$ cat config.mk
export PLATFORM = sky130hd
export DESIGN_NAME = sua_top
export DESIGN_NICKNAME = d
export VERILOG_FILES = /design/src/hdl/sua_pkg.sv /design/src/hdl/sua_top.sv /design/src/hdl/sua_sync.sv /design/src/hdl/sua_baud_gen.sv
export SDC_FILE = /design/constraint.sdc
export NUM_CORES = 1
export LEC_CHECK = 0
export BUFFER_PORTS_ARGS = -buffer_cell sky130_fd_sc_hd__buf_2
export CAP_MARGIN = 25
export CORE_UTILIZATION = 55
export DETAILED_ROUTE_END_ITERATION = 10
export GPL_TIMING_DRIVEN = 0
export PLACE_DENSITY = 0.78
export SYNTH_ARGS = -nofsm -noshare
export SYNTH_HDL_FRONTEND = slang
export SYNTH_SLANG_ARGS = --single-unit
$ cat constraint.sdc
create_clock -name sys_clk -period 2.56 [get_ports sys_clk]
set_input_delay 0.512 -clock sys_clk [delete_from_list [all_inputs] [get_ports sys_clk]]
set_output_delay 0.512 -clock sys_clk [all_outputs]
set_load 0.05 [all_outputs]
$ cat src/hdl/sua_pkg.sv
package sua_pkg;
   // ***************************************
   // register offsets
   // ***************************************
   localparam logic [7:0] ADDR_RX_CTRL = 8'h18;
   localparam logic [7:0] ADDR_TX_DATA = 8'h19;
   localparam logic [7:0] ADDR_RX_BUF = 8'h1a;
   localparam logic [7:0] ADDR_TX_CTRL = 8'h98;
   localparam logic [7:0] ADDR_BAUD_DIV = 8'h99;
   localparam logic [7:0] ADDR_PORT_CTRL = 8'h9a;
   // ***************************************
   // field positions
   // ***************************************
   localparam int TX_CLK_SRC_BIT = 7;
   localparam int TX_NINE_BIT = 6;
   localparam int TX_EN_BIT = 5;
   localparam int TX_SYNC_BIT = 4;
   localparam int TX_HIGH_SPEED_BIT = 2;
   localparam int RX_PORT_EN_BIT = 7;
   localparam int RX_NINE_BIT = 6;
   localparam int RX_SINGLE_BIT = 5;
   localparam int RX_CONT_BIT = 4;
   localparam int RX_ADDR_DET_BIT = 3;
   // ***************************************
   // reset values and serial direction setting
   // ***************************************
   localparam logic [7:0] TX_CTRL_RESET = 8'h00;
   localparam logic [7:0] RX_CTRL_RESET = 8'h00;
   localparam logic [7:0] BAUD_DIV_RESET = 8'h00;
   localparam logic [1:0] PORT_DIR_RESET = 2'h3;
   localparam logic [1:0] PORT_DIR_SERIAL = 2'h3;
   // ***************************************
   // cycle counts
   // ***************************************
   localparam logic [1:0] LOW_SPEED_LAST = 2'h3;
   localparam logic [3:0] OVERSAMPLE_LAST = 4'hf;
   localparam logic [3:0] VOTE_FIRST = 4'h7;
   localparam logic [3:0] VOTE_SECOND = 4'h8;
   localparam logic [3:0] VOTE_LAST = 4'h9;
   localparam logic [3:0] LAST_BIT_NINE = 4'h8;
   localparam logic [3:0] LAST_BIT_EIGHT = 4'h7;
   // ***************************************
   // state machines
   // ***************************************
   typedef enum logic [3:0] {
      TX_IDLE = 4'b0001,
      TX_START = 4'b0010,
      TX_DATA = 4'b0100,
      TX_STOP = 4'b1000
   } sua_tx_state_t;
   typedef enum logic [3:0] {
      RX_IDLE = 4'b0001,
      RX_START = 4'b0010,
      RX_DATA = 4'b0100,
      RX_STOP = 4'b1000
   } sua_rx_state_t;
endpackage

$ cat src/hdl/sua_top.sv
// Operation
// three modes: asynchronous full duplex, synchronous master, synchronous slave.
// pins serve the port only with port enable and both direction bits set.
// in synchronous mode clock source picks master (internal) or slave (external).
// transmit width bit picks nine-bit or eight-bit transmission.
// transmit enable runs transmitter; synchronous receive enables override it.
// mode bit picks synchronous when set, asynchronous when clear.
// shift register empty flag reads one when idle, resets to one.
// transmit ninth bit is sent as ninth data bit.
// port enable turns the whole serial port on or off.
// receive width bit picks nine-bit or eight-bit reception.
// single receive starts one master reception, cleared by hardware afterwards.
// continuous receive enables reception while set and overrides single receive.
// address detect in asynchronous nine-bit mode accepts only ninth-bit-set frames.
// framing error flag follows the character loaded into the buffer.
// overrun flag clears only when continuous receive is cleared.
// receive ninth bit holds the ninth received bit.
// baud generator is a free-running 8-bit timer set by divisor.
// high speed select affects only asynchronous rate.
// rates are clock over 64(X+1), 16(X+1) or 4(X+1).
// writing the divisor restarts the baud timer at once.
// receive pin sampled three times, majority vote decides the level.
// asynchronous frame: low start, data lsb first, high stop bit.
// completing a character into a full buffer flags overrun, halts reception.
module sua_top import sua_pkg::*; (
   input wire logic sys_clk,
   input wire logic rst_n,
   input wire logic [7:0] regAddr,
   input wire logic [7:0] regWrData,
   input wire logic regWr,
   input wire logic regRd,
   output logic [7:0] regRdData,
   input wire logic txCkIn,
   output logic txCkOut,
   output logic txCkOeN,
   input wire logic rxDtIn,
   output logic rxDtOut,
   output logic rxDtOeN
);
   // ***************************************
   // registers and decode
   // ***************************************
   logic [7:0] txCtrlQ, rxCtrlQ, txDataQ, rxBufQ, divisorQ;
   logic [1:0] portDirQ, preQ, pinSync;
   logic txBufFullQ, rxBufFullQ, ferrQ, oerrQ, rx9dQ;
   logic baudTick, sampleTick, ckPrevQ, ckGenQ, halfQ;
   logic [8:0] txShiftQ, rxShiftQ;
   logic [3:0] txTickQ, txBitQ, rxTickQ, rxBitQ, txLast, rxLast;
   logic txNineQ, vote0Q, vote1Q, vote;
   sua_tx_state_t txStateQ;
   sua_rx_state_t rxStateQ;
   logic syncMode, master, serialOn, txRun, txLoad, shiftEmpty;
   logic rxRunAsync, rxRunSync, rxDone, rxAccept, stopBitQ;
   logic ckRise, ckFall, syncBusy, rxPin, ckPin;
   logic [7:0] rxData;
   logic rxNinth;

   assign syncMode = txCtrlQ[TX_SYNC_BIT];
   assign master = syncMode && txCtrlQ[TX_CLK_SRC_BIT];
   assign serialOn = rxCtrlQ[RX_PORT_EN_BIT] && (portDirQ == PORT_DIR_SERIAL);
   assign shiftEmpty = (txStateQ == TX_IDLE);
   assign rxPin = pinSync[0];
   assign ckPin = pinSync[1];

   sua_sync #(.WIDTH(2)) u_sync (
      .sys_clk(sys_clk),
      .rst_n(rst_n),
      .asyncIn({txCkIn, rxDtIn}),
      .syncOut(pinSync)
   );

   sua_baud_gen u_baud (
      .sys_clk(sys_clk),
      .rst_n(rst_n),
      .enable(serialOn),
      .divisorWr(regWr && (regAddr == ADDR_BAUD_DIV)),
      .divisorIn(regWrData),
      .divisorQ(divisorQ),
      .tick(baudTick)
   );

   always_ff @(posedge sys_clk) begin
      if (!rst_n) begin
         txCtrlQ <= TX_CTRL_RESET;
         portDirQ <= PORT_DIR_RESET;
         txDataQ <= 8'h00;
      end else if (regWr) begin
         if (regAddr == ADDR_TX_CTRL) txCtrlQ <= regWrData;
         if (regAddr == ADDR_PORT_CTRL) portDirQ <= regWrData[1:0];
         if (regAddr == ADDR_TX_DATA) txDataQ <= regWrData;
      end
   end

   always_ff @(posedge sys_clk) begin
      if (!rst_n) begin
         rxCtrlQ <= RX_CTRL_RESET;
      end else begin
         if (rxDone && !rxCtrlQ[RX_CONT_BIT]) rxCtrlQ[RX_SINGLE_BIT] <= 1'b0;
         if (regWr && regAddr == ADDR_RX_CTRL) rxCtrlQ <= {regWrData[7:3], 3'h0};
      end
   end

   always_ff @(posedge sys_clk) begin
      if (!rst_n) begin
         regRdData <= 8'h00;
      end else if (!regRd) begin
         regRdData <= 8'h00;
      end else begin
         unique case (regAddr)
            ADDR_TX_CTRL: regRdData <= {txCtrlQ[7:4], 1'b0, txCtrlQ[2], shiftEmpty, txCtrlQ[0]};
            ADDR_RX_CTRL: regRdData <= {rxCtrlQ[7:3], ferrQ, oerrQ, rx9dQ};
            ADDR_BAUD_DIV: regRdData <= divisorQ;
            ADDR_TX_DATA: regRdData <= txDataQ;
            ADDR_RX_BUF: regRdData <= rxBufQ;
            ADDR_PORT_CTRL: regRdData <= {2'h0, txBufFullQ, rxBufFullQ, 2'h0, portDirQ};
            default: regRdData <= 8'h00;
         endcase
      end
   end

   // ***************************************
   // bit timing
   // ***************************************
   always_ff @(posedge sys_clk) begin
      if (!rst_n || !serialOn) begin
         preQ <= 2'h0;
      end else if (baudTick) begin
         preQ <= preQ + 2'h1;
      end
   end

   // sixteen sample ticks per asynchronous bit
   assign sampleTick = txCtrlQ[TX_HIGH_SPEED_BIT] ? baudTick : (baudTick && preQ == LOW_SPEED_LAST);

   assign syncBusy = syncMode && (txStateQ == TX_DATA || rxStateQ == RX_DATA || rxStateQ == RX_STOP);

   // master clock: one toggle every two ticks, period 4(X+1)
   always_ff @(posedge sys_clk) begin
      if (!rst_n || !master || !syncBusy) begin
         halfQ <= 1'b0;
         ckGenQ <= 1'b0;
      end else if (baudTick) begin
         halfQ <= !halfQ;
         if (halfQ) ckGenQ <= !ckGenQ;
      end
   end

   always_ff @(posedge sys_clk) begin
      if (!rst_n) ckPrevQ <= 1'b1;
      else ckPrevQ <= ckPin;
   end

   always_comb begin
      if (master) begin
         ckRise = syncBusy && baudTick && halfQ && !ckGenQ;
         ckFall = syncBusy && baudTick && halfQ && ckGenQ;
      end else begin
         ckRise = ckPin && !ckPrevQ;
         ckFall = !ckPin && ckPrevQ;
      end
   end

   // ***************************************
   // transmitter
   // ***************************************
   assign txRun = serialOn && txCtrlQ[TX_EN_BIT]
      && !(syncMode && (rxCtrlQ[RX_SINGLE_BIT] || rxCtrlQ[RX_CONT_BIT]));
   assign txLoad = txRun && txBufFullQ && shiftEmpty;
   assign txLast = txNineQ ? LAST_BIT_NINE : LAST_BIT_EIGHT;

   always_ff @(posedge sys_clk) begin
      if (!rst_n) begin
         txBufFullQ <= 1'b0;
      end else if (regWr && regAddr == ADDR_TX_DATA) begin
         txBufFullQ <= 1'b1;
      end else if (txLoad) begin
         txBufFullQ <= 1'b0;
      end
   end

   always_ff @(posedge sys_clk) begin
      if (!rst_n || !serialOn) begin
         txStateQ <= TX_IDLE;
         txShiftQ <= 9'h1ff;
         txTickQ <= 4'h0;
         txBitQ <= 4'h0;
         txNineQ <= 1'b0;
      end else begin
         unique case (txStateQ)
            TX_IDLE: begin
               if (txLoad) begin
                  txShiftQ <= {txCtrlQ[0], txDataQ};
                  txNineQ <= txCtrlQ[TX_NINE_BIT];
                  txTickQ <= 4'h0;
                  txBitQ <= 4'h0;
                  txStateQ <= syncMode ? TX_DATA : TX_START;
               end
            end
            TX_START: begin
               if (sampleTick) begin
                  txTickQ <= txTickQ + 4'h1;
                  if (txTickQ == OVERSAMPLE_LAST) txStateQ <= TX_DATA;
               end
            end
            TX_DATA: begin
               if (syncMode ? ckFall : (sampleTick && txTickQ == OVERSAMPLE_LAST)) begin
                  txShiftQ <= {1'b1, txShiftQ[8:1]};
                  txBitQ <= txBitQ + 4'h1;
                  if (txBitQ == txLast) txStateQ <= syncMode ? TX_IDLE : TX_STOP;
               end
               if (sampleTick) txTickQ <= txTickQ + 4'h1;
            end
            TX_STOP: begin
               if (sampleTick) begin
                  txTickQ <= txTickQ + 4'h1;
                  if (txTickQ == OVERSAMPLE_LAST) txStateQ <= TX_IDLE;
               end
            end
         endcase
      end
   end

   // ***************************************
   // receiver
   // ***************************************
   assign rxRunAsync = serialOn && !syncMode && rxCtrlQ[RX_CONT_BIT] && !oerrQ;
   assign rxRunSync = serialOn && master && !oerrQ
      && (rxCtrlQ[RX_CONT_BIT] || rxCtrlQ[RX_SINGLE_BIT]);
   assign vote = (vote0Q && vote1Q) || (vote0Q && rxPin) || (vote1Q && rxPin);
   assign rxLast = rxCtrlQ[RX_NINE_BIT] ? LAST_BIT_NINE : LAST_BIT_EIGHT;

   always_ff @(posedge sys_clk) begin
      if (!rst_n) begin
         vote0Q <= 1'b1;
         vote1Q <= 1'b1;
      end else if (sampleTick) begin
         if (rxTickQ == VOTE_FIRST) vote0Q <= rxPin;
         if (rxTickQ == VOTE_SECOND) vote1Q <= rxPin;
      end
   end

   always_ff @(posedge sys_clk) begin
      if (!rst_n || !serialOn) begin
         rxStateQ <= RX_IDLE;
         rxShiftQ <= 9'h000;
         rxTickQ <= 4'h0;
         rxBitQ <= 4'h0;
         stopBitQ <= 1'b1;
      end else begin
         unique case (rxStateQ)
            RX_IDLE: begin
               rxTickQ <= 4'h0;
               rxBitQ <= 4'h0;
               if (rxRunAsync && !rxPin) rxStateQ <= RX_START;
               // slave waits for its first clock edge while enabled
               if (syncMode && (rxRunSync || (!master && rxCtrlQ[RX_CONT_BIT] && !oerrQ)))
                  rxStateQ <= RX_DATA;
            end
            RX_START: begin
               if (sampleTick) begin
                  rxTickQ <= rxTickQ + 4'h1;
                  if (rxTickQ == VOTE_LAST && vote) rxStateQ <= RX_IDLE;
                  if (rxTickQ == OVERSAMPLE_LAST) rxStateQ <= RX_DATA;
               end
            end
            RX_DATA: begin
               if (syncMode ? ckRise : (sampleTick && rxTickQ == VOTE_LAST)) begin
                  rxShiftQ <= {syncMode ? rxPin : vote, rxShiftQ[8:1]};
                  rxBitQ <= rxBitQ + 4'h1;
                  if (rxBitQ == rxLast) rxStateQ <= RX_STOP;
               end
               if (sampleTick) rxTickQ <= rxTickQ + 4'h1;
            end
            RX_STOP: begin
               if (syncMode ? ckFall : (sampleTick && rxTickQ == VOTE_LAST)) begin
                  stopBitQ <= syncMode ? 1'b1 : vote;
                  rxStateQ <= RX_IDLE;
               end
               if (sampleTick) rxTickQ <= rxTickQ + 4'h1;
            end
         endcase
      end
   end

   assign rxDone = (rxStateQ == RX_STOP) && (syncMode ? ckFall : (sampleTick && rxTickQ == VOTE_LAST));
   assign rxData = rxCtrlQ[RX_NINE_BIT] ? rxShiftQ[7:0] : rxShiftQ[8:1];
   assign rxNinth = rxCtrlQ[RX_NINE_BIT] && rxShiftQ[8];
   assign rxAccept = rxDone && !(!syncMode && rxCtrlQ[RX_NINE_BIT]
      && rxCtrlQ[RX_ADDR_DET_BIT] && !rxShiftQ[8]);

   always_ff @(posedge sys_clk) begin
      if (!rst_n) begin
         rxBufQ <= 8'h00;
         rxBufFullQ <= 1'b0;
         ferrQ <= 1'b0;
         rx9dQ <= 1'b0;
      end else if (rxAccept && !rxBufFullQ) begin
         rxBufQ <= rxData;
         rxBufFullQ <= 1'b1;
         ferrQ <= syncMode ? 1'b0 : !vote;
         rx9dQ <= rxNinth;
      end else if (regRd && regAddr == ADDR_RX_BUF) begin
         rxBufFullQ <= 1'b0;
      end
   end

   always_ff @(posedge sys_clk) begin
      if (!rst_n) oerrQ <= 1'b0;
      else if (rxAccept && rxBufFullQ) oerrQ <= 1'b1;
      else if (!rxCtrlQ[RX_CONT_BIT]) oerrQ <= 1'b0;
   end

   // ***************************************
   // pins
   // ***************************************
   always_ff @(posedge sys_clk) begin
      if (!rst_n || !serialOn) begin
         txCkOut <= 1'b1;
         txCkOeN <= 1'b1;
         rxDtOut <= 1'b1;
         rxDtOeN <= 1'b1;
      end else if (!syncMode) begin
         txCkOut <= (txStateQ == TX_START) ? 1'b0 : (txStateQ == TX_DATA) ? txShiftQ[0] : 1'b1;
         txCkOeN <= 1'b0;
         rxDtOut <= 1'b1;
         rxDtOeN <= 1'b1;
      end else begin
         txCkOut <= ckGenQ;
         txCkOeN <= !master;
         rxDtOut <= txShiftQ[0];
         rxDtOeN <= (txStateQ != TX_DATA);
      end
   end

   // ***************************************
   // checks
   // ***************************************
   property p_load;
      @(posedge sys_clk) disable iff (!rst_n)
      regWr && regAddr == ADDR_TX_DATA && !txBufFullQ && shiftEmpty && txRun && $stable(txRun)
      |=> txLoad ##1 !shiftEmpty;
   endproperty
   a_load: assert property (p_load)
      else $error("written character not moved into shift register");

   property p_port_off;
      @(posedge sys_clk) disable iff (!rst_n)
      !serialOn |=> txCkOeN && rxDtOeN && shiftEmpty && (rxStateQ == RX_IDLE);
   endproperty
   a_port_off: assert property (p_port_off)
      else $error("pins driven while port disabled");

   property p_sync_rx_blocks_tx;
      @(posedge sys_clk) disable iff (!rst_n)
      syncMode && (rxCtrlQ[RX_CONT_BIT] || rxCtrlQ[RX_SINGLE_BIT]) |-> !txLoad;
   endproperty
   a_sync_rx_blocks_tx: assert property (p_sync_rx_blocks_tx)
      else $error("transmit started during synchronous receive");

   property p_overrun_clear;
      @(posedge sys_clk) disable iff (!rst_n)
      $fell(oerrQ) |-> !$past(rxCtrlQ[RX_CONT_BIT]);
   endproperty
   a_overrun_clear: assert property (p_overrun_clear)
      else $error("overrun cleared while continuous receive set");

   property p_overrun_set;
      @(posedge sys_clk) disable iff (!rst_n)
      rxAccept && rxBufFullQ && !(regRd && regAddr == ADDR_RX_BUF)
      |=> oerrQ && rxBufFullQ && (rxStateQ == RX_IDLE) ##1 (rxStateQ == RX_IDLE);
   endproperty
   a_overrun_set: assert property (p_overrun_set)
      else $error("overrun not flagged or reception not halted");

   property p_single;
      @(posedge sys_clk) disable iff (!rst_n)
      rxDone && master && !rxCtrlQ[RX_CONT_BIT] && !(regWr && regAddr == ADDR_RX_CTRL)
      |=> !rxCtrlQ[RX_SINGLE_BIT];
   endproperty
   a_single: assert property (p_single)
      else $error("single receive not cleared after reception");

   property p_addr_detect;
      @(posedge sys_clk) disable iff (!rst_n)
      rxDone && !syncMode && rxCtrlQ[RX_NINE_BIT] && rxCtrlQ[RX_ADDR_DET_BIT] && !rxShiftQ[8] && !rxBufFullQ
      |=> !rxBufFullQ;
   endproperty
   a_addr_detect: assert property (p_addr_detect)
      else $error("data frame loaded with address detect set");

   property p_stop_high;
      @(posedge sys_clk) disable iff (!rst_n)
      serialOn && !syncMode && (txStateQ == TX_STOP) && $stable(serialOn) && $stable(syncMode)
      |=> txCkOut && !txCkOeN;
   endproperty
   a_stop_high: assert property (p_stop_high)
      else $error("stop bit not driven high");
endmodule

$ cat src/hdl/sua_sync.sv
module sua_sync #(
   parameter int WIDTH = 2
) (
   input wire logic sys_clk,
   input wire logic rst_n,
   input wire logic [WIDTH-1:0] asyncIn,
   output logic [WIDTH-1:0] syncOut
);
   // ***************************************
   // two-stage synchroniser
   // ***************************************
   logic [WIDTH-1:0] metaQ;

   always_ff @(posedge sys_clk) begin
      if (!rst_n) begin
         metaQ <= '1;
         syncOut <= '1;
      end else begin
         metaQ <= asyncIn;
         syncOut <= metaQ;
      end
   end
endmodule

$ cat src/hdl/sua_baud_gen.sv
module sua_baud_gen import sua_pkg::*; (
   input wire logic sys_clk,
   input wire logic rst_n,
   input wire logic enable,
   input wire logic divisorWr,
   input wire logic [7:0] divisorIn,
   output logic [7:0] divisorQ,
   output logic tick
);
   // ***************************************
   // free-running divisor timer
   // ***************************************
   logic [7:0] cntQ;
   logic [7:0] sinceQ;

   assign tick = enable && (cntQ == divisorQ);

   always_ff @(posedge sys_clk) begin
      if (!rst_n) begin
         divisorQ <= BAUD_DIV_RESET;
      end else if (divisorWr) begin
         divisorQ <= divisorIn;
      end
   end

   always_ff @(posedge sys_clk) begin
      if (!rst_n) begin
         cntQ <= 8'h00;
      end else if (divisorWr || !enable || tick) begin
         cntQ <= 8'h00;
      end else begin
         cntQ <= cntQ + 8'h01;
      end
   end

   // ***************************************
   // checks
   // ***************************************
   always_ff @(posedge sys_clk) begin
      if (!rst_n || divisorWr || tick || !enable) begin
         sinceQ <= 8'h00;
      end else begin
         sinceQ <= sinceQ + 8'h01;
      end
   end

   property p_new_rate;
      @(posedge sys_clk) disable iff (!rst_n)
      divisorWr && enable |=> (cntQ == 8'h00) && (divisorQ == $past(divisorIn));
   endproperty
   a_new_rate: assert property (p_new_rate)
      else $error("divisor write did not restart timer");

   property p_period;
      @(posedge sys_clk) disable iff (!rst_n)
      tick |-> (sinceQ == divisorQ);
   endproperty
   a_period: assert property (p_period)
      else $error("baud tick period differs from divisor plus one");
endmodule

### Yosys cells after proc, flatten, opt, wreduce, memory -nomap -nowiden

Index checks and enable logic that the tools add are counted.

| word-level totals | value |
|---|---|
| register bits | 118 |
| bits of input ports | 22 |
| output and inout port bits | 12 |
| logic and storage cells | 235 |

| operators by class | value |
|---|---|
| add/subtract/negate cells | 6 |
| equal/unequal tests | 41 |
| mux-type cells | 55 |
| bitwise gates (word level) | 2 |
| reductions and logical operators | 96 |

Operators by type and width:

| kind | count |
|---|---|
| 4-bit two-way mux | 23 |
| 8-bit one-hot mux with 6 select lines | 1 |
| 1-bit logical AND | 45 |
| 4-bit one-hot mux with 2 select lines | 4 |
| 4-bit one-hot mux with 4 select lines | 2 |
| 4-bit == test (second input constant) | 6 |
| 8-bit by 5-bit == test with 1-bit output (second input constant) | 3 |
| 8-bit == test (second input constant) | 3 |
| 2-bit AND reduction | 11 |
| 1-bit two-way mux | 19 |
| 9-bit two-way mux | 2 |
| 2-bit inequality test (second input constant) | 9 |
| 9-bit one-hot mux with 2 select lines | 1 |
| 1-bit logical NOT | 17 |
| 4-bit by 1-bit adder with 4-bit output (second input constant) | 4 |
| 4-bit by 3-bit == test with 1-bit output (second input constant) | 3 |
| 1-bit logical OR | 11 |
| 2-bit by 1-bit inequality test with 1-bit output (second input constant) | 5 |
| 2-bit nonzero test | 5 |
| 8-bit by 1-bit adder with 8-bit output (second input constant) | 1 |
| 4-bit by 1-bit == test with 1-bit output (second input constant) | 2 |
| 4-bit by 2-bit == test with 1-bit output (second input constant) | 2 |
| 4-bit == test | 2 |
| 8-bit == test | 1 |
| other kinds (13) | 18 |

### Depth between registers and ports, before layout

| depth | value |
|---|---|
| depth in word-level cells | 13 |
| mapped depth | 10 |
| gate-level depth less buffers | 9 |

### Cells and area by module

A second synthesis with hierarchy kept.

| unflattened totals | value |
|---|---|
| cells, all modules | 589 |
| area, all modules | 5550.3 µm² |

Modules (own cells, without submodules):

| module | instances | cells each | area an instance (µm²) | sequential area each (µm²) |
|---|---|---|---|---|
| sua_top | 1 | 510 | 4734.5 | 1921.8 |
| sua_baud_gen | 1 | 71 | 710.7 | 320.3 |
| sua_sync | 1 | 8 | 105.1 | 80.1 |

### Worst setup path after synthesis

Ideal clock, no wire load.

| timing | value |
|---|---|
| path type | register to register |
| start | register rxTickQ[0] |
| end | register rxBufQ[5] |
| library setup time | 116 ps |
| arrival time | 1958 ps |
| data required time | 2444 ps |
| path slack | 486 ps |
| stages on the path, launching flop included | 10 |
| period minus slack after synthesis | 2074 ps |
| cell sequence | dfxtp_1 > ha_1 > nor2b_1 > nor4bb_1 > o21bai_1 > a21oi_2 > nor4_4 > buf_6 > nand2_1 > o211a_1 |

| between the ends | value |
|---|---|
| word-level cells in the longest chain between the ends | 6 |

RTL lines:

| item | line | RTL |
|---|---|---|
| from (decl) | sua_top.sv:48 | `logic [3:0] txTickQ, txBitQ, rxTickQ, rxBitQ, txLast, rxLast;` |
| from (signal assigned) | sua_top.sv:261 | `rxTickQ <= rxTickQ + 4'h1;` |
| from (signal assigned) | sua_top.sv:272 | `if (sampleTick) rxTickQ <= rxTickQ + 4'h1;` |
| from (signal assigned) | sua_top.sv:279 | `if (sampleTick) rxTickQ <= rxTickQ + 4'h1;` |
| 4-bit == test | sua_top.sv:285 | `assign rxDone = (rxStateQ == RX_STOP) && (syncMode ? ckFall : (sampleTick && rxTickQ == VOTE_LAST));` |
| 1-bit logical AND | sua_top.sv:285 |  |
| 1-bit two-way mux | sua_top.sv:285 |  |
| 1-bit logical AND | sua_top.sv:285 |  |
| 1-bit logical AND | sua_top.sv:288 | `assign rxAccept = rxDone && !(!syncMode && rxCtrlQ[RX_NINE_BIT]` |
| 1-bit logical AND | sua_top.sv:297 | `end else if (rxAccept && !rxBufFullQ) begin` |
| to (signal assigned) | sua_top.sv:298 | `rxBufQ <= rxData;` |
| to (decl) | sua_top.sv:43 | `logic [7:0] txCtrlQ, rxCtrlQ, txDataQ, rxBufQ, divisorQ;` |

No other way between the ends.
A chain may end at the register's enable or synchronous reset.

### Worst setup path after layout

Same ends and word-level chain as after synthesis.

==> summary by stage <==
Die
The floorplan has 36 rows. The height of the die is 103 µm. During I/O placement, the number of pins put on the boundary was 34. Measured along the x axis, the die boundary spans 103 µm. For this configuration, the core starts out at a cell density of 0.569. The floorplan die area is 10,500 µm².

The area of the core is 9770 µm².

Drt
The total wire length after detailed routing is 14,600 µm. The average detailed-routed wire length per instance is 17.7 µm. In the final routing, the length of wire on met1 measures 6640 µm. In this run the top signal layer used is met4. The DRC violation count after routing is 0. The first TritonRoute pass finished after 5 iterations. Detailed routing inserted a total of 4,952 vias. Once detail routing completed, the nets flagged for antenna violations numbered 0.

The total met3 wirelength after detailed routing is 870 µm. After detailed routing, the met2 layer carries 6710 µm of wire. The detail-routed via count per cell is 6.01. The number of DRC violations after detailed-routing iteration 0 is 324.

GRT
The global route total overflow is 0. The number of antenna violations at the first check in global routing was 0. The number of global-route vias before repair is 4,623. Entering global routing, the biggest net connects 17 pins. The first-pass GRT wire length is 23,300 µm.

The overall global routing resource usage is 0.297.

Cells and area
The area occupied by multi-input gates is 3070 µm². In the final layout, the share of cells above drive strength 1 is 0.159. The growth of design area from synthesis to finish is 18.0%. Registers take 2320 µm².

The number of antenna diodes in the final layout is 0. The final standard cell utilization of the core is 0.672. The filler cells instantiated in the layout total 796. The net count of the finished layout is 708. With fillers left out, the area of the finished cells amounts to 6570 µm².

Synth
By area the synthesized netlist is led by dfxtp_1, mux2i_1, nand2_1, nand3_1, o21ai_0. For this run, the leading register cell type out of synthesis is dfxtp_1. For this run, the register share of the synthesized area comes to 0.418. The number of flip-flops and latches in the synthesized netlist is 116. For this run, asynchronously set or reset flops after synthesis account for 0. The net count after synthesis is 649. The number of distinct library cells after synthesis is 64.

The synthesized design contains 0 enable-type register cells. The post-synthesis area per instance is 8.98 µm². The number of instances in the synthesized netlist is 619. The count of synthesis-stage warnings from yosys is 0. The largest total area in the synthesized netlist belongs to dfxtp_1. The netlist area before placement is 5560 µm². The portion of synthesized cell area occupied by the leading cell type is 0.418.

Timing
The final max-slew violation count is 0. Clock skew on the completed layout was measured at 0.00717 ns. The number of failing hold endpoints at the final stage was 0. The actual transition at the worst max-transition pin is 0.907 ns. The summed negative setup slack over all endpoints is 0 ns. Static timing analysis puts the maximum clock frequency at 0.408 GHz. Dividing the final minimum period by the clock period gives 0.959. The time the final worst path needs with I/O delays and setup is 2.45 ns. Setup violations remaining at the end of the flow were counted as 0. The tightest slew margin relative to the limit is 0.387. In the post-route analysis, the smallest setup slack over all paths is 0.106 ns.

Critical path
The critical path data arrival time is 2.88 ns. The critical path depth in cells is 9. The worst setup path is captured at a flop. STA puts the critical path data required time at 2.99 ns.

The number of buffers and inverters on the critical path is 1. The largest driver fanout on the critical path is 10. The slowest stage of the critical path belongs to the cell dfxtp_1.

The critical path goes through ha_1 > nor2b_1 > nor4bb_2 > o21bai_1 > a21oi_2 > nor4_4 > buf_6 > nand2_1 > o211a_1. The worst setup path is launched from a flop. The path depth of the worst reg2reg path is 9.

The worst setup path is of the flop to flop kind. The critical path's top delay family is simple AND/OR/NAND/NOR gates. The largest single stage delay on the critical path is 0.46 ns.

Power
The total power density per cell area is 653 nW/µm². The overall power is 4.29 mW. IR analysis of the VDD net gives a maximum drop of 0.000416 V. For this design the static power due to leakage is 2.50 nW.

Clocking
CTS saw 116 sinks. TritonCTS built the clock tree. The largest buffer count on any clock path is 2. The tree is rooted in a clkbuf_8. After clock tree synthesis, the clock-pin slew on the worst setup and hold paths is 0.06 ns. The H-tree was split into 4 levels. Counting the buffers created by CTS gives 17.

The insertion delay of the later-clocked pin in the worst-skew pair is 0.53 ns. For this design, the CTS-stage hold fixing added 0 buffers.

Hold path
In this run the worst hold path is classified as input port to flop. The worst hold path was traced through 2 stages.

Placement
The routability congestion estimate from global placement is 0.953. The detailed placer's ending HPWL is 10,300 µm. Buffers placed on the I/O ports in this run total 32. The post-detailed-placement cell area is 5890 µm².

At the placement stage, the worst setup path has a slack of -0.0353 ns.

Outcome
The run finished with clean final reports.

Run
Max-cap violations in this run came to 0.
==> cells by family after synthesis <==
| family | synth area share |
|---|---|
| AOI/OAI and AO/OA | 0.165 |
| muxes | 0.0871 |
| adders and majority gates | 0.0198 |
| DFF | 0.418 |
| xor gates and xnor gates | 0.0423 |
| and+or+nand+nor | 0.236 |
| buffers and inverters | 0.0326 |
==> layer usage <==
| metal | global-route usage | vias up |
|---|---|---|
| li1 | - | 2349 |
| met1 | 0.387 | 2385 |
| met2 | 0.469 | 178 |
| met3 | 0.0631 | 40 |
| met4 | 0.146 | 0 |
| met5 | 0 | - |
==> sequential cells by signal (all words and copies together), names as in the netlist, 4 cells and up <==
register,count
rxShiftQ,9
txShiftQ,9
regRdData,8
rxBufQ,8
txDataQ,8
u_baud.cntQ,8
u_baud.divisorQ,8
txCtrlQ,6
rxCtrlQ,5
rxBitQ,4
rxStateQ,4
rxTickQ,4
txBitQ,4
txStateQ,4
txTickQ,4
==> Yosys cell counts (5+ instances only) <==
library cell,instances
dfxtp_1,116
nand2_1,77
nand3_1,52
nor2_1,38
mux2i_1,36
o21ai_0,30
clkbuf_1,25
a21oi_1,19
a21boi_0,18
xor2_1,13
nor2b_1,12
xnor2_1,12
nor3_1,11
inv_1,9
o211a_1,9
a221o_1,8
ha_1,8
buf_2,7
nand2b_1,7
o21ai_1,7
a22oi_1,6
and3_1,6
nand3b_1,6
mux2_2,5
nand4_1,5
nor3b_1,5
==> through the flow <==
step	hold slack (ns)	std cells
2_1_floorplan	0.386	619
3_3_place_gp	0.390	784
3_5_place_dp	0.393	784
4_1_cts	0.151	816
5_1_grt	0.177	824
6_report	0.159	824
==> final cells by class <==
type	count	area share
clock inverters	12	0.0236
well taps	133	0.0253
plain buffers	35	0.0227
inverters	9	0.00515
clock buffers	20	0.0678
repair buffers	40	0.0335
multi-input cells	459	0.468
flip-flops and latches	116	0.354
==> final timing paths <==
check / endpoint / slack, ns / startpoint
setup / recovery: rxBufQ[5] / 0.11 / rxTickQ[0]
hold / removal: u_sync.metaQ[0] / 0.16 / rxDtIn
setup reg to reg: rxBufQ[5] / 0.11 / rxTickQ[0]
hold reg to reg: u_sync.syncOut[0] / 0.40 / u_sync.metaQ[0]
==> report_power, final <==
group          leakage (nW)  internal (mW)  switching (mW)
clock network         0.279           1.53           0.858
logic                  1.29         0.0318          0.0535
registers             0.936           1.81         0.00224
==> cells in the final DEF, fill, tap and decap left out, types with 4 or more instances in the layout <==
| cell type | count |
|---|---|
| nand3b_1 | 6 |
| mux2_2 | 5 |
| nand4_1 | 5 |
| o211a_1 | 9 |
| nor3b_1 | 5 |
| buf_4 | 8 |
| nor2_1 | 38 |
| clkbuf_16 | 16 |
| o21ai_0 | 30 |
| nor4b_1 | 4 |
| ha_1 | 8 |
| inv_1 | 9 |
| and2_1 | 4 |
| a21boi_0 | 18 |
| mux2i_1 | 36 |
| nand3_1 | 52 |
| a221o_1 | 8 |
| a21oi_1 | 19 |
| clkinvlp_4 | 5 |
| nand2_1 | 76 |
| o21ai_1 | 7 |
| a31oi_1 | 4 |
| a22oi_1 | 6 |
| buf_2 | 39 |
| nor3_1 | 11 |
| nand2b_1 | 7 |
| clkbuf_1 | 25 |
| and3_1 | 6 |
| dfxtp_1 | 116 |
| xor2_1 | 13 |
| xnor2_1 | 12 |
| nor2b_1 | 12 |
==> what timing repair did <==
action                                  CTS  global route
endpoints found under the setup margin    0            10
setup buffers                             0             8
gates resized for setup                   0             5
No activity file was read; power rests on OpenSTA's default activity.
